`src/nph_pkg.sv`:
```
// shared constants for the packet header offload block, plus its checksum accumulator
package nph_pkg;
  localparam int unsigned NPH_HDR_BYTES = 12;
  localparam logic [3:0]  NPH_HDR_LAST  = 4'hB;
  // header byte offsets (multi-byte fields little-endian)
  localparam logic [3:0]  NPH_OFS_FLAGS     = 4'h0;
  localparam logic [3:0]  NPH_OFS_GSO_TYPE  = 4'h1;
  localparam logic [3:0]  NPH_OFS_HDR_LEN   = 4'h2;
  localparam logic [3:0]  NPH_OFS_GSO_SIZE  = 4'h4;
  localparam logic [3:0]  NPH_OFS_CSUM_ST   = 4'h6;
  localparam logic [3:0]  NPH_OFS_CSUM_OFS  = 4'h8;
  localparam logic [3:0]  NPH_OFS_NUM_BUFS  = 4'hA;
  // flag bit positions
  localparam int unsigned NPH_FLAG_NEEDS_CSUM = 0;
  localparam int unsigned NPH_FLAG_DATA_VALID = 1;
  localparam int unsigned NPH_FLAG_RSC_INFO   = 2;
  // gso_type codes
  localparam logic [6:0]  NPH_GSO_NONE  = 7'h00;
  localparam logic [6:0]  NPH_GSO_TCPV4 = 7'h01;
  localparam logic [6:0]  NPH_GSO_UDP   = 7'h03;
  localparam logic [6:0]  NPH_GSO_TCPV6 = 7'h04;
  localparam logic [6:0]  NPH_GSO_UDPL4 = 7'h05;
  localparam int unsigned NPH_GSO_ECN_BIT = 7;
  // smallest credible header run (ethernet header) for the hdr_len guard
  localparam logic [15:0] NPH_MIN_HDR_LEN = 16'h000E;
  localparam logic [15:0] NPH_MAX_HDR_LEN = 16'h0100;
  localparam logic [15:0] NPH_ONE_BUF     = 16'h0001;
endpackage : nph_pkg

`timescale 1ns/1ps
`default_nettype none
module nph_csum_acc (
  input  wire logic        clk_sys,   // system clock
  input  wire logic        sys_rst,   // sync reset
  input  wire logic        ce,        // clock enable
  input  wire logic        clr,       // restart the sum
  input  wire logic        add,       // add one byte
  input  wire logic        odd,       // byte is the low half of its word
  input  wire logic [7:0]  data,      // byte to add
  output logic      [15:0] sum        // running ones' complement sum
);
  logic [15:0] sum_d;
  logic [16:0] wide;

  always_comb begin
    wide  = {1'b0, sum} + (odd ? {9'h000, data} : {1'b0, data, 8'h00});
    sum_d = sum;
    if (clr) begin
      sum_d = 16'h0000;
    end else if (add) begin
      // end-around carry keeps the sum ones' complement
      sum_d = wide[15:0] + {15'h0000, wide[16]};
    end
  end

  always_ff @(posedge clk_sys) begin
    if (sys_rst) begin
      sum <= 16'h0000;
    end else if (ce) begin
      sum <= sum_d;
    end
  end
endmodule : nph_csum_acc
`default_nettype wire

```
`src/nph_top.sv`:
```
// device-side packet header parser (transmit) and header builder (receive)
// Overview of operation
// - device ignores flag bits it does not implement
// - needs-checksum clear means csum_start and csum_offset are unused
// - exact hdr_len may be trusted, but only after a sanity check
// - otherwise hdr_len is only a hint, never relied upon
// - needs-checksum clear means packet checksum is not assumed correct
// - receive num_buffers is the count of buffers used by the packet
// - without merging, num_buffers is always one
// - coalescing reporting puts counts in csum fields and sets its flag
// - device computes ones' complement checksum and places it at start plus offset
`timescale 1ns/1ps
`default_nettype none
module nph_top
  import nph_pkg::*;
#(
  parameter logic [15:0] MAX_HDR_LEN = NPH_MAX_HDR_LEN  // hdr_len guard ceiling
) (
  input  wire logic        clk_sys,         // 40 MHz system clock
  input  wire logic        sys_rst,         // sync reset, active high
  input  wire logic        ce,              // clock enable, freezes all state
  input  wire logic        feat_csum,       // host checksum offload negotiated
  input  wire logic        feat_host_gso,   // any host TSO4/TSO6/USO/UFO negotiated
  input  wire logic        feat_hdrlen,     // exact header length negotiated
  input  wire logic        feat_guest_csum, // guest checksum negotiated
  input  wire logic        feat_guest_tso4, // guest TSO4 negotiated
  input  wire logic        feat_guest_tso6, // guest TSO6 negotiated
  input  wire logic        feat_guest_ufo,  // guest UFO negotiated
  input  wire logic        feat_guest_ecn,  // guest ECN negotiated
  input  wire logic        feat_mrg_rxbuf,  // mergeable receive buffers negotiated
  input  wire logic        feat_rsc_ext,    // coalescing reporting negotiated
  input  wire logic        tx_valid,        // transmit byte present
  input  wire logic [7:0]  tx_data,         // transmit byte, header first
  input  wire logic        tx_last,         // last byte of packet
  output logic             tx_hdr_valid,    // pulse: header decoded
  output logic             tx_needs_csum,   // device must fill checksum
  output logic             tx_csum_ok,      // packet checksum may be trusted
  output logic      [7:0]  tx_gso_type,     // segmentation code with ecn bit
  output logic      [15:0] tx_gso_size,     // MSS
  output logic      [15:0] tx_hdr_len,      // header length as given
  output logic             tx_hdr_len_exact,// hdr_len usable as exact length
  output logic             tx_csum_done,    // pulse: checksum result ready
  output logic      [15:0] tx_csum_value,   // checksum to store
  output logic      [15:0] tx_csum_pos,     // packet offset of checksum field
  input  wire logic        rx_start,        // pulse: build a receive header
  input  wire logic        rx_needs_csum,   // packet left partially summed
  input  wire logic        rx_data_valid,   // checksum validated
  input  wire logic [7:0]  rx_gso_type,     // proposed gso code
  input  wire logic [15:0] rx_gso_size,     // MSS
  input  wire logic [15:0] rx_hdr_len,      // header length
  input  wire logic [15:0] rx_csum_start,   // checksum start
  input  wire logic [15:0] rx_csum_offset,  // checksum offset
  input  wire logic [15:0] rx_coalesced,    // coalesced segment count
  input  wire logic [15:0] rx_dup_acks,     // duplicate ACK count
  input  wire logic [15:0] rx_buf_count,    // buffers used by the packet
  output logic             rx_busy,         // header being emitted
  output logic             rx_hdr_valid,    // header byte present
  output logic      [7:0]  rx_hdr_byte,     // header byte
  output logic             rx_hdr_last      // last header byte
);
  typedef enum logic [0:0] {TX_HDR = 1'b0, TX_BODY = 1'b1} nph_tx_type;

  function automatic logic [15:0] le16(input logic [7:0] lo, input logic [7:0] hi);
    le16 = {hi, lo};
  endfunction : le16

  function automatic logic gso_is_none(input logic [7:0] code);
    gso_is_none = (code[6:0] == NPH_GSO_NONE);
  endfunction : gso_is_none

  // transmit parser state
  nph_tx_type  tx_st_q, tx_st_d;
  logic [3:0]  tx_idx_q, tx_idx_d;
  logic [7:0]  hdr_q [NPH_HDR_BYTES], hdr_d [NPH_HDR_BYTES];
  logic [15:0] pos_q, pos_d;
  logic [15:0] cstart_q, cstart_d;
  logic        done_pend_q, done_pend_d;
  logic        hdr_valid_d, needs_d, ok_d, exact_d, done_d;
  logic [7:0]  gso_d;
  logic [15:0] gsz_d, hlen_d, cval_d, cpos_d;
  logic [15:0] f_hlen, f_cst, f_cofs;
  logic [7:0]  f_flags;
  logic        acc_clr, acc_add, acc_odd;
  logic [15:0] acc_sum, rel;

  assign f_flags = hdr_d[NPH_OFS_FLAGS];
  assign f_hlen  = le16(hdr_d[NPH_OFS_HDR_LEN], hdr_d[NPH_OFS_HDR_LEN + 4'h1]);
  assign f_cst   = le16(hdr_d[NPH_OFS_CSUM_ST], hdr_d[NPH_OFS_CSUM_ST + 4'h1]);
  assign f_cofs  = le16(hdr_d[NPH_OFS_CSUM_OFS], hdr_d[NPH_OFS_CSUM_OFS + 4'h1]);
  assign rel     = pos_q - cstart_q;

  always_comb begin
    tx_st_d     = tx_st_q;
    tx_idx_d    = tx_idx_q;
    hdr_d       = hdr_q;
    pos_d       = pos_q;
    cstart_d    = cstart_q;
    done_pend_d = 1'b0;
    hdr_valid_d = 1'b0;
    needs_d     = tx_needs_csum;
    ok_d        = tx_csum_ok;
    exact_d     = tx_hdr_len_exact;
    gso_d       = tx_gso_type;
    gsz_d       = tx_gso_size;
    hlen_d      = tx_hdr_len;
    cval_d      = tx_csum_value;
    cpos_d      = tx_csum_pos;
    done_d      = 1'b0;
    acc_clr     = 1'b0;
    acc_add     = 1'b0;
    acc_odd     = rel[0];
    unique case (tx_st_q)
      TX_HDR: begin
        if (tx_valid) begin
          // num_buffers bytes are stored but never read on transmit
          hdr_d[tx_idx_q] = tx_data;
          tx_idx_d = tx_idx_q + 4'h1;
          if (tx_idx_q == NPH_HDR_LAST) begin
            tx_idx_d    = 4'h0;
            tx_st_d     = TX_BODY;
            pos_d       = 16'h0000;
            acc_clr     = 1'b1;
            hdr_valid_d = 1'b1;
            // only the needs-checksum bit is implemented here
            needs_d  = f_flags[NPH_FLAG_NEEDS_CSUM];
            ok_d     = 1'b0;
            gso_d    = hdr_d[NPH_OFS_GSO_TYPE];
            gsz_d    = le16(hdr_d[NPH_OFS_GSO_SIZE], hdr_d[NPH_OFS_GSO_SIZE + 4'h1]);
            hlen_d   = f_hlen;
            // a hostile hdr_len outside sane bounds falls back to hint status
            exact_d  = feat_host_gso && feat_hdrlen && !gso_is_none(hdr_d[NPH_OFS_GSO_TYPE])
                       && (f_hlen >= NPH_MIN_HDR_LEN) && (f_hlen <= MAX_HDR_LEN);
            // start and offset only latched when the flag asks for them
            cstart_d = f_flags[NPH_FLAG_NEEDS_CSUM] ? f_cst : 16'hFFFF;
            cpos_d   = f_flags[NPH_FLAG_NEEDS_CSUM] ? (f_cst + f_cofs) : 16'h0000;
            if (tx_last) begin
              tx_st_d = TX_HDR;
            end
          end
        end
      end
      TX_BODY: begin
        if (tx_valid) begin
          pos_d   = pos_q + 16'h0001;
          acc_add = tx_needs_csum && (pos_q >= cstart_q);
          if (tx_last) begin
            tx_st_d     = TX_HDR;
            done_pend_d = tx_needs_csum;
          end
        end
      end
    endcase
    if (done_pend_q) begin
      // sum starts from zero and covers only the body bytes from csum_start on
      cval_d = ~acc_sum;
      done_d = 1'b1;
      ok_d   = 1'b1;
    end
  end

  always_ff @(posedge clk_sys) begin
    if (sys_rst) begin
      tx_st_q          <= TX_HDR;
      tx_idx_q         <= 4'h0;
      hdr_q            <= '{default: 8'h00};
      pos_q            <= 16'h0000;
      cstart_q         <= 16'hFFFF;
      done_pend_q      <= 1'b0;
      tx_hdr_valid     <= 1'b0;
      tx_needs_csum    <= 1'b0;
      tx_csum_ok       <= 1'b0;
      tx_gso_type      <= 8'h00;
      tx_gso_size      <= 16'h0000;
      tx_hdr_len       <= 16'h0000;
      tx_hdr_len_exact <= 1'b0;
      tx_csum_done     <= 1'b0;
      tx_csum_value    <= 16'h0000;
      tx_csum_pos      <= 16'h0000;
    end else if (ce) begin
      tx_st_q          <= tx_st_d;
      tx_idx_q         <= tx_idx_d;
      hdr_q            <= hdr_d;
      pos_q            <= pos_d;
      cstart_q         <= cstart_d;
      done_pend_q      <= done_pend_d;
      tx_hdr_valid     <= hdr_valid_d;
      tx_needs_csum    <= needs_d;
      tx_csum_ok       <= ok_d;
      tx_gso_type      <= gso_d;
      tx_gso_size      <= gsz_d;
      tx_hdr_len       <= hlen_d;
      tx_hdr_len_exact <= exact_d;
      tx_csum_done     <= done_d;
      tx_csum_value    <= cval_d;
      tx_csum_pos      <= cpos_d;
    end
  end

  nph_csum_acc u_acc (
    .clk_sys (clk_sys),
    .sys_rst (sys_rst),
    .ce      (ce),
    .clr     (acc_clr),
    .add     (acc_add),
    .odd     (acc_odd),
    .data    (tx_data),
    .sum     (acc_sum)
  );

  // receive header builder
  logic [7:0]  rxh_q [NPH_HDR_BYTES], rxh_d [NPH_HDR_BYTES];
  logic [3:0]  rx_idx_q, rx_idx_d;
  logic        busy_d, rvalid_d, rlast_d;
  logic [7:0]  rbyte_d, r_flags, r_gso;
  logic [15:0] r_cst, r_cofs, r_nbuf;
  logic        r_gso_ok;

  always_comb begin
    // codes whose guest feature is missing are demoted to no segmentation
    unique case (rx_gso_type[6:0])
      NPH_GSO_TCPV4: r_gso_ok = feat_guest_tso4;
      NPH_GSO_TCPV6: r_gso_ok = feat_guest_tso6;
      NPH_GSO_UDP:   r_gso_ok = feat_guest_ufo;
      default:       r_gso_ok = 1'b0;
    endcase
    r_gso = r_gso_ok ? {rx_gso_type[NPH_GSO_ECN_BIT] & feat_guest_ecn, rx_gso_type[6:0]}
                     : {1'b0, NPH_GSO_NONE};
    r_flags = 8'h00;
    r_flags[NPH_FLAG_NEEDS_CSUM] = feat_guest_csum && (rx_needs_csum || r_gso_ok);
    r_flags[NPH_FLAG_DATA_VALID] = feat_guest_csum && rx_data_valid;
    r_cst  = rx_csum_start;
    r_cofs = rx_csum_offset;
    if (feat_rsc_ext && r_gso_ok) begin
      r_flags[NPH_FLAG_RSC_INFO] = 1'b1;
      r_cst  = rx_coalesced;
      r_cofs = rx_dup_acks;
    end
    r_nbuf = feat_mrg_rxbuf ? rx_buf_count : NPH_ONE_BUF;

    rxh_d    = rxh_q;
    rx_idx_d = rx_idx_q;
    busy_d   = rx_busy;
    rvalid_d = 1'b0;
    rlast_d  = 1'b0;
    rbyte_d  = rx_hdr_byte;
    if (rx_busy) begin
      rvalid_d = 1'b1;
      rbyte_d  = rxh_q[rx_idx_q];
      rx_idx_d = rx_idx_q + 4'h1;
      if (rx_idx_q == NPH_HDR_LAST) begin
        rlast_d  = 1'b1;
        busy_d   = 1'b0;
        rx_idx_d = 4'h0;
      end
    end else if (rx_start) begin
      busy_d = 1'b1;
      rxh_d[NPH_OFS_FLAGS]           = r_flags;
      rxh_d[NPH_OFS_GSO_TYPE]        = r_gso;
      rxh_d[NPH_OFS_HDR_LEN]         = rx_hdr_len[7:0];
      rxh_d[NPH_OFS_HDR_LEN + 4'h1]  = rx_hdr_len[15:8];
      rxh_d[NPH_OFS_GSO_SIZE]        = r_gso_ok ? rx_gso_size[7:0] : 8'h00;
      rxh_d[NPH_OFS_GSO_SIZE + 4'h1] = r_gso_ok ? rx_gso_size[15:8] : 8'h00;
      rxh_d[NPH_OFS_CSUM_ST]         = r_cst[7:0];
      rxh_d[NPH_OFS_CSUM_ST + 4'h1]  = r_cst[15:8];
      rxh_d[NPH_OFS_CSUM_OFS]        = r_cofs[7:0];
      rxh_d[NPH_OFS_CSUM_OFS + 4'h1] = r_cofs[15:8];
      rxh_d[NPH_OFS_NUM_BUFS]        = r_nbuf[7:0];
      rxh_d[NPH_OFS_NUM_BUFS + 4'h1] = r_nbuf[15:8];
    end
  end

  always_ff @(posedge clk_sys) begin
    if (sys_rst) begin
      rxh_q        <= '{default: 8'h00};
      rx_idx_q     <= 4'h0;
      rx_busy      <= 1'b0;
      rx_hdr_valid <= 1'b0;
      rx_hdr_last  <= 1'b0;
      rx_hdr_byte  <= 8'h00;
    end else if (ce) begin
      rxh_q        <= rxh_d;
      rx_idx_q     <= rx_idx_d;
      rx_busy      <= busy_d;
      rx_hdr_valid <= rvalid_d;
      rx_hdr_last  <= rlast_d;
      rx_hdr_byte  <= rbyte_d;
    end
  end
endmodule : nph_top
`default_nettype wire

```
`config.mk`:
```
export PLATFORM = sky130hd
export DESIGN_NAME = nph_top
export DESIGN_NICKNAME = d
export VERILOG_FILES = /design/src/nph_pkg.sv /design/src/nph_top.sv
export SDC_FILE = /design/constraint.sdc
export NUM_CORES = 1
export LEC_CHECK = 0
export ABC_AREA = 1
export BUFFER_PORTS_ARGS = -buffer_cell sky130_fd_sc_hd__buf_4
export CAP_MARGIN = 20
export CORE_UTILIZATION = 50
export DETAILED_ROUTE_END_ITERATION = 16
export GPL_ROUTABILITY_DRIVEN = 1
export GPL_TIMING_DRIVEN = 1
export PLACE_DENSITY = 0.76
export SYNTH_ARGS = -nofsm -noshare
export SYNTH_HDL_FRONTEND = slang
export SYNTH_SLANG_ARGS = --single-unit
```
`constraint.sdc`:
```
create_clock -name clk_sys -period 7.9 [get_ports clk_sys]
set_clock_uncertainty 0.05 [all_clocks]
set_input_delay 0.395 -clock clk_sys [delete_from_list [all_inputs] [get_ports clk_sys]]
set_output_delay 0.395 -clock clk_sys [all_outputs]
set_load 0.02 [all_outputs]
```
* After elaboration in Yosys (flattened, before gate mapping)
Index checks and enable logic that the tools add are counted.
Word-level totals: output and inout port bits 88, input bits 146, word-level logic and storage cells 148, bits in registers 333
Operators by class: order comparisons 6, multiplexer cells 51, $add $sub $neg 7, equal/unequal tests 9, bitwise operators 6, reduce and logical (&&, ||, !) cells 23
Operator list (count):
- $mux 89 | 2
- $mux 16 | 11
- $bwmux 96 | 1
- $mux 8 | 6
- $bmux 8 s4 | 1
- $demux 8 s4 | 1
- $pmux 16 s2 | 1
- $mux 1 | 24
- $add 16x17->17 | 1
- $add 16x1->16 | 1
- $add 16x1->16 const B | 1
- $add 16x16->16 | 1
- $ge 16x16->1 | 1
- $ge 16x4->1 const B | 1
- $le 16x9->1 const B | 1
- $not 16->16 | 1
- $reduce_and 4->1 | 3
- $ge 5x5->1 const B | 2
- $not 4->5 | 2
- $logic_and 1x1->1 | 9
- $add 4x1->4 const B | 2
- $eq 4x4->1 const B | 2
- $mux 4 | 2
- $eq 7x1->1 const B | 1
- 16 further kinds | 24

* Logic depth before layout (Yosys ltp)
Gate-level depths: netlist of run 1.
word-level depth 11, gate-level depth with buffers 27, gate-level depth less buffers 25

* Modules after synthesis
From an unflattened synthesis of run 1, not the netlist that was laid out.
Second synthesis, totals: cells, all modules 2404, area total of the unflattened synthesis 16387.0 µm²
By module, submodules not included:
- nph_top | cells each 2019, sequential area each 5885.6 µm², area each 14247.4 µm², times used 1
- nph_csum_acc | cells each 385, sequential area each 320.3 µm², area each 2139.6 µm², times used 1

* Worst setup path after synthesis of run 1
Ideal clock, no wire load.
path type register -> register, start register pos_q[0], end register u_acc.sum[14], setup slack 4.252 ns, data required time 7.718 ns, stages on the path, launching flop included 26, library setup time 0.132 ns, path buffers 2, arrival time 3.466 ns, clock period less this slack 3.648 ns, cells stage by stage dfxtp_1 inv_1 ha_1 clkbuf_1 clkbuf_1 nor2_1 ha_1 inv_1 fa_1 inv_1 nand2_1 nand3_1 nand2_1 nand2_1 a21oi_1 o21bai_1 ha_1 nand2_1 nor2_1 nand3_1 nor2_2 nand2_2 nor2_2 nand3_1 nand3_1 a21oi_1
Between the ends: cells in the longest elaborated chain, start to end 6, elaborated cells on any way between the ends 12, those cells by class add/sub (3); order compare (1); mux (5); reduce/logical (3)
RTL lines:
- start: declaration | RTL line nph_top.sv:75 | logic [15:0] pos_q, pos_d;
- start signal: assignment | RTL line nph_top.sv:183 | pos_q <= pos_d;
- $sub 1x1->1 / $ge 16x16->1 (equally long branches) | RTL line nph_top.sv:90, nph_top.sv:145
- $mux 16 / $logic_and 1x1->1 (equally long branches) | RTL line nph_pkg.sv:46, nph_top.sv:145
- $add 16x17->17 / $mux 1 (equally long branches) | RTL line nph_pkg.sv:46, nph_top.sv:143
- $add 16x1->16 / $mux 1 (equally long branches) | RTL line nph_pkg.sv:52, nph_top.sv:112
- $mux 16 / $reduce_bool 2->1 (equally long branches)
- $mux 16 / $reduce_and 2->1 (equally long branches)
- end signal: assignment | RTL line nph_pkg.sv:60 | sum <= sum_d;
- end: declaration | RTL line nph_pkg.sv:40 | output logic [15:0] sum
Several ways; a longest one is shown, not always the timed one. The select of a mux whose other input is x is not followed. A chain may end at the register's enable or synchronous reset.

* Final worst setup path of run 1
start register pos_q[0], end register u_acc.sum[12]
The elaborated chain is that of the path after synthesis.

==> results of run 1 <==
## area by class of cell
type	count	area share, %
multi-input combinational	1500	42.2
tap	390	2.67
timing repair buffer	241	9.89
inverter	269	5.52
clock buffer	47	5.24
sequential	310	33.9
clock inverter	10	0.540
antenna	1	0.0137
## stage by stage
step | power [mW] | hold slack (ns) | setup WS, ns
after global routing | 3.63 | 0.0430 | 3.10
after global placement | 2.00 | 0.378 | 3.66
final | 3.51 | 0.0442 | 3.53
after detailed placement | 2.01 | 0.387 | 3.57
after floorplan | 1.88 | 0.369 | 4.25
after CTS | 3.52 | 0.0394 | 3.55
## state kept, by name (all words and copies together) (netlist names), 4 cells and up
name,cells
tx_gso_type,8
rxh_q,91
rx_idx_q,4
tx_idx_q,4
cstart_q,16
tx_csum_pos,16
tx_gso_size,16
tx_csum_value,16
pos_q,16
tx_hdr_len,16
hdr_q,73
u_acc.sum,16
rx_hdr_byte,8
## power by group
group          internal [mW]  leakage (nW)  switching, mW
combinational          0.132          5.58          0.216
clock                  0.884         0.516          0.638
sequential              1.61          2.52         0.0245
## Yosys cell counts, drive strengths merged (11+ instances only)
cell    count  area (µm²)
a211oi     11        82.6
a31oi      15        93.8
o21bai     37         278
inv       268        1010
nor2      185         737
o21ai     286        1430
a21oi     203        1020
dfxtp     310        6210
o211ai     49         368
buf        25         133
clkbuf     91         342
nor3       12        76.3
o22ai      18         113
nand3      74         370
a22o       11        96.3
nand2     473        1790
ha         55         688
a22oi      15         113
## layer usage
metal / wire length (µm) / up-vias / track usage, %
met5: 16 / - / 0
li1: - / 7596 / -
met2: 19800 / 490 / 44.8
met4: 1400 / 2 / 10.1
met3: 2940 / 95 / 4.80
met1: 19700 / 6773 / 35.9
## logic make-up after synthesis
kind of cell | Yosys count | synth area share, %
AO/OA/AOI/OAI | 660 | 24.1
flip-flops | 310 | 40.3
XOR/XNOR | 12 | 0.683
adder cells (fa/ha/maj) | 57 | 4.73
AND/OR/NAND/NOR | 770 | 20.4
multiplexers | 1 | 0.0650
buffers and inverters | 385 | 9.64
## worst max-delay path: cells and delay by family, from the launching register on
| kind | cells | cell delay [ns] |
|---|---|---|
| AOI/OAI and AO/OA | 3 | 0.48 |
| adders and majority gates | 4 | 1.36 |
| buffers and inverters | 4 | 0.40 |
| DFF | 1 | 0.33 |
| and+or+nand+nor | 13 | 1.66 |
## worst max path at each step
| stage | from | end | slack (ns) | cells past startpoint |
|---|---|---|---|---|
| after detailed placement | pos_q[0]$_SDFFE_PP0P_ | u_acc.sum[14]$_SDFFE_PP0P_ | 3.57 | 23 |
| after floorplan | pos_q[0]$_SDFFE_PP0P_ | u_acc.sum[14]$_SDFFE_PP0P_ | 4.25 | 25 |
| after CTS | pos_q[0]$_SDFFE_PP0P_ | u_acc.sum[14]$_SDFFE_PP0P_ | 3.55 | 23 |
| final | pos_q[0]$_SDFFE_PP0P_ | u_acc.sum[12]$_SDFFE_PP0P_ | 3.53 | 24 |
| after global placement | pos_q[0]$_SDFFE_PP0P_ | u_acc.sum[14]$_SDFFE_PP0P_ | 3.66 | 23 |
| after global routing | pos_q[0]$_SDFFE_PP0P_ | u_acc.sum[14]$_SDFFE_PP0P_ | 3.10 | 24 |
==> impl_summary.md, run 1 <==
Worst setup path
The required time of the critical path is just over 8 ns. The register-to-register setup slack is approximately 3.5 ns. The depth of the worst register-to-register path is 24. The worst register-to-register path begins at pos_q[0]$_SDFFE_PP0P_. The longest individual stage delay on the worst path is between 0.5 and 0.6 ns. The critical path start-end classification is reg -> reg. The sort of element at the end of the critical path is a flop. In this run the worst path has a maximum fanout of 17. Among all stages on the critical path, the largest delay is contributed by ha_1. STA classifies the critical path startpoint as a flop. The endpoint of the worst register-to-register path is u_acc.sum[12]$_SDFFE_PP0P_. The data arrival time of the worst path is about 4.8 ns.

The cell seen most often among critical-path stages is nand2_1. Walking the worst path, the cells encountered are inv_1, ha_1, nor2_1, ha_1, inv_1, fa_1, inv_1, nand2_1, nand3_1, nand2_1, nand2_1, a21oi_1, o21bai_1, ha_1, nand2_1, nor2_1, nand3_1, nor2_2, nand2_2, inv_1, nand2_1, nand3_1, nand3_1, a21oi_1.

Worst hold path
The worst hold path passes through 3 cells. The start point of the worst hold path is rx_hdr_len[5]. The path with the worst hold slack has its endpoint at rxh_q[77]$_SDFFE_PP0P_.

The type of the worst min-delay path is in -> reg.

Placed design
The post-placement cell area is roughly 17000 µm². The half-perimeter wire length after detailed placement is roughly 31 mm. The final weighted congestion in routability-driven placement is between 0.8 and 0.9. The count of placed standard cells including taps is between 2000 and 3000. The number of input and output port buffers inserted is between 200 and 250.

Timing
The number of hold violations in the final report is 0. The number of max-slew violations in the final report came to 0. The slew at the pin closest to its max-slew limit is around 1.0 ns.

The tightest slew margin relative to the limit is between 30% and 40%. The minimum clock period is ~4.4 ns. The final critical path takes up a little under three fifths of the cycle.

The achievable clock frequency is ~0.23 GHz. Setup violations remaining at the end of the flow were counted as 0. Summed over all failing endpoints, the final setup total negative slack is 0 ns.

Setup repair after global routing left no endpoint under its margin.

Final layout
The final layout contains ~2600 nets. The non-filler instance count after layout is between 2000 and 3000. The leading cell type in the layout, fill and taps excluded is nand2_1. Leaving out fill and tap cells, the most frequent cells in the layout are nand2_1 (467), dfxtp_1 (310), o21ai_0 (280), inv_1 (259), buf_4 (241). Summing all multi-input logic gate instances after layout gives ~7700 µm². Summing all flip-flop and latch instances after layout gives about 6200 µm². Of the cells placed in the final design, the portion with a size suffix greater than 1 is ~14%. At the end of the flow the core is filled with cells to roughly three fifths. After filler insertion, the fill cell instance count of the layout stands at approximately 2800. The area of all placed cells without fillers is between 15000 and 20000 µm². From synthesis to final layout, the design area changed by 18.9%.

Yosys
The number of different library cells used by synthesis comes to 48. The flip-flop and latch count after synthesis is between 300 and 400. The count of yosys warnings during synthesis is 0. For this run, the register share of the synthesized area comes to just over 40%. Of all flip-flops after synthesis, the portion carrying an async set or reset was 0%. Counting every net in the synthesized netlist gives 2398. The instance count of the mapped netlist is 2195. After synthesis, the mean cell area works out to ~7 µm².

Yosys mapped a number of flops with a built-in enable equal to 0. The main flop type after synthesis is dfxtp_1. The synthesized cell area is ~15000 µm².

Floorplan
The placeable core region is 30000 µm². The die extent in y is about 180 µm. The die covers 31500 µm².

For this configuration, the core starts out at a cell density of between 50% and 60%. The number of top-level pins is between 200 and 250. The die is approximately 180 µm wide.

The number of core rows is 63.

Clock tree
After clock tree synthesis, the setup repair step added 0 buffers. The number of buffers added by the clock tree synthesis step is 34. Gates resized during post-CTS repair numbered 0.

The clock slew at the register clock pins of the worst setup and hold paths is about 0.06 ns. The root buffer cell chosen for the clock tree is clkbuf_16. The CTS sink count is 310.

The later pin in the worst-skew pair is clocked with a latency of between 0.5 and 0.6 ns. The clock tree from TritonCTS is built. The maximum buffer depth of the clock tree is 3.

The number of hold buffers added after CTS was 0. The number of H-tree levels is 2.

Drt
The DRC violations left is 0. The final antenna-violating net count is 0. After detailed routing, the average wire length per cell comes to between 15 and 20 µm. The routed design has 43.8 mm of wire. The via total after detailed routing is roughly 15000. The first-pass iteration count of the detailed router is 5.

After detailed routing, the number of vias per cell comes to ~5.4. The number of design-rule violations left by the first detailed-router iteration is approximately 1100.

Global routing
The via count of the first global-routing pass is between 10000 and 15000. The number of antenna violations at the first check in global routing is 2. Across every metal layer, demand over resource in global routing totals 27.4%.

The maximum number of pins on one net before global-route repair is about 110. For this run the aggregate overflow at the end of global routing stands at 0. The global-route wire length before repair is roughly 69 mm.

Power
Summed over all cells, the static leakage comes to between 8 and 9 nW. The power per standard cell area is between 150 and 200 nW/µm². IR analysis of the VDD net gives a maximum drop of roughly 0.13 mV.

Run status
The flow ran to the end, and the final reports show no timing, DRC or antenna violations.

Run
The number of max-capacitance violations reported is 0.
No activity file was read; power rests on OpenSTA's default activity.
==> inputs of run 2 (changes only) <==
--- a/config.mk
+++ b/config.mk
@@ -12,7 +12,7 @@
 export DETAILED_ROUTE_END_ITERATION = 16
 export GPL_ROUTABILITY_DRIVEN = 1
 export GPL_TIMING_DRIVEN = 1
-export PLACE_DENSITY = 0.76
+export PLACE_DENSITY = 0.78
 export SYNTH_ARGS = -nofsm -noshare
 export SYNTH_HDL_FRONTEND = slang
 export SYNTH_SLANG_ARGS = --single-unit
==> constraint.sdc (replaced) <==
create_clock -name clk_sys -period 3.6 [get_ports clk_sys]
set_clock_uncertainty 0.05 [all_clocks]
set_input_delay 0.18 -clock clk_sys [delete_from_list [all_inputs] [get_ports clk_sys]]
set_output_delay 0.18 -clock clk_sys [all_outputs]
set_load 0.02 [all_outputs]
==> run 2 against run 1 <==
Net effect:
- setup slack worse by 3.3 ns
- clock power rose by 130%
- die area unchanged
- highest routed layer is now met4
- largest power group unchanged
- utilization grew 5.7 points
- flip-flop and latch count unchanged
- routed wire length rose by 9.5%
==> impl_summary.md, run 2 (synthesis results as in run 1) <==
Global routing
The maximum number of pins on one net before global-route repair is 113 (-0.88%). The overall overflow remaining after global route was 0 (unchanged). The total routing resource utilization after global routing was 30.1% (+2.7 points). The global-route wire length before repair is 76.1 mm (+9.9%). The via count of the first global-routing pass is 14946 (+8.7%).

The number of antenna violations at the first check in global routing is 0 (-2).

Final layout
The filler cell count is 2501 (-10%). The fraction of final layout cells with drive strength greater than 1 is 15.9% (+2.2 points). The post-layout net count is 2718 (+6.2%).

rxh_q holds more flip-flops than any other register. In the final layout, the registers with the most flip-flops are rxh_q: 91 flops, hdr_q: 73 flops. The layout overhead on the synthesized area is 30.0%. The library cell used most frequently in the layout, excluding fill and tap cells, is nand2_1. The final core utilization came to 66.8% (+5.7 points). Leaving out fill and tap cells, the most frequent cells in the layout are nand2_1 (463), dfxtp_1 (310), buf_4 (291), o21ai_0 (280), inv_1 (258). The non-filler instance count after layout was 2926 (+5.7%). The number of flip-flops under the largest register name is 91 (unchanged). The number of antenna cells inserted is 0 (-1).

Timing
The minimum clock period is 3.38 ns (-0.981 ns). The final worst-path setup slack came to 0.216 ns (-3.32 ns). The number of max-slew violations in the final report is 0 (unchanged). The number of failing setup endpoints in the final timing report was 0 (unchanged). The share of the clock period used by the worst path is 94.0% (+39 points). The slew at the pin closest to its max-slew limit is 0.992 ns (-0.0203 ns). The achievable clock frequency is 0.295 GHz (+29%). The number of hold violations in the final report came to 0 (unchanged). The tightest slew margin relative to the limit is 33.8% (+1.6 points). The summed negative setup slack over all endpoints is 0 ns (unchanged).

Worst setup path
The worst setup path is launched from a flop. The data arrival time of the worst path is 3.71 ns (-1.04 ns). The longest individual stage delay on the worst path is 0.33 ns (-0.18 ns). The register-to-register setup slack is 0.22 ns (-3.32 ns). The maximum fanout encountered on the critical timing path was 7 (-10).

The critical path is of the reg -> reg type. The slowest stage of the critical path is the fa_2 cell. The worst setup path startpoint is pos_q[0]$_SDFFE_PP0P_. The required time of the critical path was 3.93 ns (-4.35 ns). The worst setup path is captured at a flop.

In this run the critical register-to-register path is launched from pos_q[0]$_SDFFE_PP0P_. In this design, the critical path's most frequently occurring cell is nand2_1.

Clock tree
The clock slew at the register clock pins of the worst setup and hold paths is 0.06 ns (about the same). The CTS sink count is 310 (unchanged). CTS placed an instance of clkbuf_16 at the clock tree root.

The number of buffers added by the clock tree synthesis step came to 35 (+2.9%). The number of H-tree levels is 2 (unchanged). TritonCTS built the clock tree.

The worst-skew pair later-pin latency is 0.53 ns (about the same). The maximum buffer depth of the clock tree is 3 (unchanged).

Placed design
The number of input and output port buffers inserted is 232 (unchanged). The final weighted congestion in routability-driven placement is 0.917 (+3.1%). The count of placed standard cells including taps was 2761 (+1.9%). The half-perimeter wire length after detailed placement is 32.4 mm (+4.1%).

The placement-stage worst setup slack was -0.179 ns (-3.75 ns).

Power
The peak ir drop on the vdd network was 0.288 mV (+120%). The switching power is 1.98 mW (+120%). The relative contribution of sequential cells to total power is 44.6% (-2.1 points). The share of power burned in the clock network was 44.3% (+0.9 points). The cell leakage power came to 9.39 nW (+8.9%). The power per standard cell area is 403 nW/µm² (+110%). The switching share of total power is 24.5% (-0.53 points). The internal power of the cells is 6.08 mW (+130%).

The combinational fraction of design power was 11.1% (+1.2 points). The total power consumption of the routed design is 8.05 mW (+130%).

Drt
After detailed routing, no signal wire sits above met4. The DRC violations left is 0 (unchanged). The detailed-routing wirelength on met1 came to 20.7 mm (+5.3%). The met2 wire length came to 22.6 mm (+14%).

The via total after detailed routing came to 16187 (+8.2%). The length of routed met3 wiring is 3.08 mm (+4.8%). The sum of routed wire length over all layers was 48.0 mm (+9.5%). The average wire per cell in the routed design is 16.4 µm (+3.6%).

The first-pass iteration count of the detailed router was 5 (unchanged). The number of design-rule violations left by the first detailed-router iteration was 1348 (+18%). The final antenna-violating net count is 0 (unchanged). The via count normalized by instance count came to 5.53 (+2.4%).

Floorplan
The starting utilization of the core area is 51.4% (unchanged). The die extent in y is 177 µm (unchanged). The number of core rows came to 63 (unchanged).

The die outline area is 31500 µm² (unchanged). The placeable core region was 30000 µm² (unchanged). The die outline width was 177 µm (unchanged). The number of top-level pins is 234 (unchanged).

Run
The number of max-capacitance violations reported is 0 (unchanged).

Run status
The flow ran to the end, and the final reports show no timing, DRC or antenna violations.

Worst hold path
The type of the worst min-delay path is in -> reg. The start point of the worst hold path is feat_mrg_rxbuf.
run 2: cell count changes in the layout (fill, tap and decap cells not counted), moves of 4 or more:
cell	before	now
buf_4	241	291
clkinv_2	4	0
dlygate4sd3_1	0	103
ha_1	55	50
nand2_1	467	463
nor2_1	171	164
nor2_4	5	10
run 2: worst paths after layout:
path	endpoint	cells after the start
min reg2reg	rxh_q[84]$_SDFFE_PP0P_	2
min	rxh_q[7]$_SDFFE_PP0P_	3
max reg2reg	u_acc.sum[13]$_SDFFE_PP0P_	25
max	u_acc.sum[13]$_SDFFE_PP0P_	25
run 2: power groups by stage:
stage                     sequential, mW  clock, mW  combinational, mW
after global routing                3.60       3.76              0.978
final                               3.59       3.57              0.895
after CTS                           3.59       3.60              0.868
after floorplan                     3.65          0              0.462
after detailed placement            3.66          0              0.779
after global placement              3.66          0              0.761
run 2: per-stage QoR:
| stage | hold WS (ns) | area [µm²] |
|---|---|---|
| final | 0.0123 | 20000 |
| after global routing | 0.0108 | 20000 |
| after CTS | 0.00190 | 19900 |
| after detailed placement | 0.358 | 17700 |
| after global placement | 0.359 | 17700 |
| after floorplan | 0.265 | 15400 |
run 2: worst max-delay path: cells and delay by family, from the launching register on:
| family | cells | cell delay (ns) |
|---|---|---|
| buffers and inverters | 3 | 0.20 |
| adder cells (fa/ha/maj) | 4 | 0.98 |
| AO/OA/AOI/OAI | 3 | 0.34 |
| AND/OR/NAND/NOR | 15 | 1.33 |
| flip-flops | 1 | 0.32 |
run 2: layout make-up:
class                           instances  area, µm²  area share [%]
Clock inverter                          5       93.8           0.469
Inverter                              269       1010            5.06
Timing Repair Buffer                  399       3320            16.6
Clock buffer                           53       1050            5.27
Tap cell                              390        488            2.44
Multi-Input combinational cell       1500       7840            39.2
Sequential cell                       310       6210            31.0
run 2: timing repair:
action                                 4_1_cts  5_1_grt
endpoints found under the hold margin       91        0
hold buffers                               103        0
setup endpoints to repair                   10       19
buffers inserted                             0        3
cloned                                       0        1
pin swaps                                    0       13
resized for setup                            4       26
run 2: metal layers:
metal  track usage (%)  vias up
met5                 0        -
met4              10.8        0
met3              4.05      101
met2              50.3      619
met1              39.4     7562
li1                  -     7905
==> inputs of run 3 (changes only) <==
--- a/config.mk
+++ b/config.mk
@@ -13,6 +13,7 @@
 export GPL_ROUTABILITY_DRIVEN = 1
 export GPL_TIMING_DRIVEN = 1
 export PLACE_DENSITY = 0.78
+export RECOVER_POWER = 100
 export SYNTH_ARGS = -nofsm -noshare
 export SYNTH_HDL_FRONTEND = slang
 export SYNTH_SLANG_ARGS = --single-unit
==> run 3 against run 2 <==
Net effect:
- the run now ends with max-capacitance violations, max-slew violations left
- largest power group unchanged
- setup slack got worse by 0.0021 ns
- global-route usage did not move
- largest cell class unchanged
- via count fell by 0.43%
- register-to-register slack barely moved
- power fell by 0.11%
- critical path type unchanged
- non-clock buffer count did not move
- flip-flop and latch count did not move
- die area did not move
- first-iteration DRC count rose by 1.5%
- critical path depth did not move
- fmax barely moved
==> impl_summary.md, run 3 (synthesis results as in run 1) <==
Clock tree
The clock slew at the register clock pins of the worst setup and hold paths is 0.06 ns (about the same). TritonCTS built the clock tree. The worst-skew pair later-pin latency was 0.53 ns (about the same). The CTS sink count was 310 (unchanged). The number of buffers added by the clock tree synthesis step was 35 (unchanged).

The maximum buffer depth of the clock tree came to 3 (unchanged). The tree is rooted in a clkbuf_16. The number of H-tree levels is 2 (unchanged).

Timing
The number of failing setup endpoints in the final timing report came to 0 (unchanged). The number of hold violations in the final report was 0 (unchanged). The minimum clock period is 3.39 ns (+0.00215 ns). The number of max-slew violations in the final report is 18 (+18). The summed negative setup slack over all endpoints is 0 ns (unchanged). The achievable clock frequency came to 0.295 GHz (about the same). The share of the clock period used by the worst path is 94.1% (about the same). The slew at the pin closest to its max-slew limit is 1.61 ns (+0.614 ns).

The tightest slew margin relative to the limit is -7.89% (-42 points).

Worst setup path
The longest individual stage delay on the worst path is 0.33 ns (about the same). On the critical path the largest part of the delay comes from simple AND/OR/NAND/NOR gates. The slowest stage of the critical path belongs to the cell fa_2. The sort of element at the end of the critical path is a flop.

The data arrival time of the worst path is 3.71 ns (about the same). The required time of the critical path is 3.93 ns (about the same). The maximum fanout encountered on the critical timing path is 7 (unchanged). The kind of start point of the critical path is a flop. The critical path start-end classification is reg -> reg. The number of buffers and inverters on the critical path is 3 (unchanged). The cell that appears most often on the critical path is nand2_1.

Run status
The run finished, with violations left. The checks that failed: max-capacitance violations, max-slew violations.

Power
The cell leakage power was 9.00 nW (-4.1%). The total power consumption of the routed design was 8.05 mW (-0.11%). The power per standard cell area is 410 nW/µm² (+1.9%). The peak ir drop on the vdd network is 0.288 mV (+0.13%).

Drt
The via total after detailed routing came to 16117 (-0.43%). The first-pass iteration count of the detailed router is 5 (unchanged). The number of design-rule violations left by the first detailed-router iteration is 1368 (+1.5%). The via count normalized by instance count came to 5.51 (-0.43%). The average wire per cell in the routed design is 16.4 µm (-0.20%). The final antenna-violating net count is 0 (unchanged). The sum of routed wire length over all layers was 47.9 mm (-0.20%).

The DRC violations left is 0 (unchanged).

Final layout
The largest registers in the layout are rxh_q: 91 flops, hdr_q: 73 flops. The fraction of final layout cells with drive strength greater than 1 was 11.9% (-4.0 points). The number of antenna cells inserted is 0 (unchanged). The leading cell type in the layout, fill and taps excluded is nand2_1.

Counting flops per register, the top entry is rxh_q. From synthesis to final layout, the design area changed by 27.4%. The area of all placed cells without fillers is 19600 µm² (-1.9%).

The post-layout net count was 2718 (unchanged). The filler cell count came to 2614 (+4.5%). The number of flip-flops under the largest register name is 91 (unchanged).

The final core utilization is 65.5% (-1.3 points). The top cell types in the final layout, fill and taps aside, are nand2_1 (466), dfxtp_1 (310), o21ai_0 (282), inv_1 (262), a21oi_1 (202).

Global routing
The maximum number of pins on one net before global-route repair came to 113 (unchanged). The total routing resource utilization after global routing is 30.1% (unchanged). The via count of the first global-routing pass is 14946 (unchanged).

The global-route wire length before repair is 76.1 mm (unchanged). The overall overflow remaining after global route was 0 (unchanged). The number of antenna violations at the first check in global routing is 0 (unchanged).

Placed design
The number of input and output port buffers inserted is 232 (unchanged). The final weighted congestion in routability-driven placement is 0.917 (unchanged). The post-placement cell area is 17700 µm² (unchanged).

The half-perimeter wire length after detailed placement is 32.4 mm (unchanged).

Floorplan
The die extent in y came to 177 µm (unchanged). The die outline area is 31500 µm² (unchanged). The placeable core region is 30000 µm² (unchanged). The die outline width came to 177 µm (unchanged). The number of top-level pins was 234 (unchanged). The number of core rows came to 63 (unchanged).

The starting utilization of the core area was 51.4% (unchanged).

Worst hold path
In this run the worst hold path is classified as in -> reg.

Run
The number of max-capacitance violations reported was 1 (+1).
run 3: final cells by class:
cell class / instances / area [µm²] / area share, %
tap: 390 / 488 / 2.49
clock inverter: 5 / 93.8 / 0.478
clock buffer: 53 / 1050 / 5.38
sequential: 310 / 6210 / 31.6
multi-input combinational: 1500 / 7790 / 39.7
timing repair buffer: 399 / 2970 / 15.1
inverter: 269 / 1010 / 5.16
run 3: worst reg2reg max path, stage by stage (launching register included):
cell	delay (ns)
dfxtp_1	0.32
inv_1	0.07
ha_4	0.26
nor2_4	0.12
ha_2	0.19
inv_1	0.05
fa_2	0.33
inv_1	0.08
nand2_1	0.09
nand3_2	0.09
nand2_2	0.06
nand2_2	0.07
a21oi_1	0.07
o21bai_2	0.20
ha_2	0.20
nand2_1	0.06
nor2_1	0.11
nand3_1	0.10
nor2_2	0.15
nand3_2	0.13
nor2_4	0.14
nand3_1	0.08
nand2_1	0.06
nand2_1	0.05
nand2_1	0.05
a21oi_1	0.06
run 3: timing repair:
item                                    CTS  global route
buffers inserted                          0             3
hold buffers                            103             0
pin swaps                                 0            13
gates cloned                              0             1
resized for setup                         4            26
endpoints found under the setup margin   10            19
hold endpoints to repair                 91             0
run 3: final timing paths:
kind,from,to,slack (ns),cells past startpoint
setup / recovery,pos_q[0]$_SDFFE_PP0P_,u_acc.sum[13]$_SDFFE_PP0P_,0.21,25
setup reg to reg,pos_q[0]$_SDFFE_PP0P_,u_acc.sum[13]$_SDFFE_PP0P_,0.21,25
hold reg to reg,rxh_q[84]$_SDFFE_PP0P_,rxh_q[84]$_SDFFE_PP0P_,0.39,2
hold / removal,feat_mrg_rxbuf,rxh_q[7]$_SDFFE_PP0P_,0.02,3
run 3: power by group:
group | internal [mW] | switching, mW | leakage (nW)
registers | 3.54 | 0.0533 | 2.52
clock network | 2.16 | 1.41 | 0.562
logic | 0.373 | 0.514 | 5.92
run 3: layer usage:
| metal | share of wire [%] | routed length (µm) | global-route usage [%] | vias to the layer above |
|---|---|---|---|---|
| li1 | - | - | - | 7899 |
| met1 | 43 | 20500 | 39.4 | 7508 |
| met2 | 47 | 22400 | 50.3 | 605 |
| met3 | 6.9 | 3300 | 4.05 | 105 |
| met4 | 3.5 | 1650 | 10.8 | 0 |
| met5 | 0 | 0 | 0 | - |
run 3: stage by stage:
stage / std cells / hold slack [ns] / worst slack [ns]
2_1_floorplan: 2195 / 0.265 / 0.0113
3_3_place_gp: 2761 / 0.359 / -0.0278
3_5_place_dp: 2761 / 0.358 / -0.179
4_1_cts: 2922 / 0.00190 / 0.0590
5_1_grt: 2926 / 0.0108 / -0.0172
6_report: 2926 / 0.0168 / 0.214
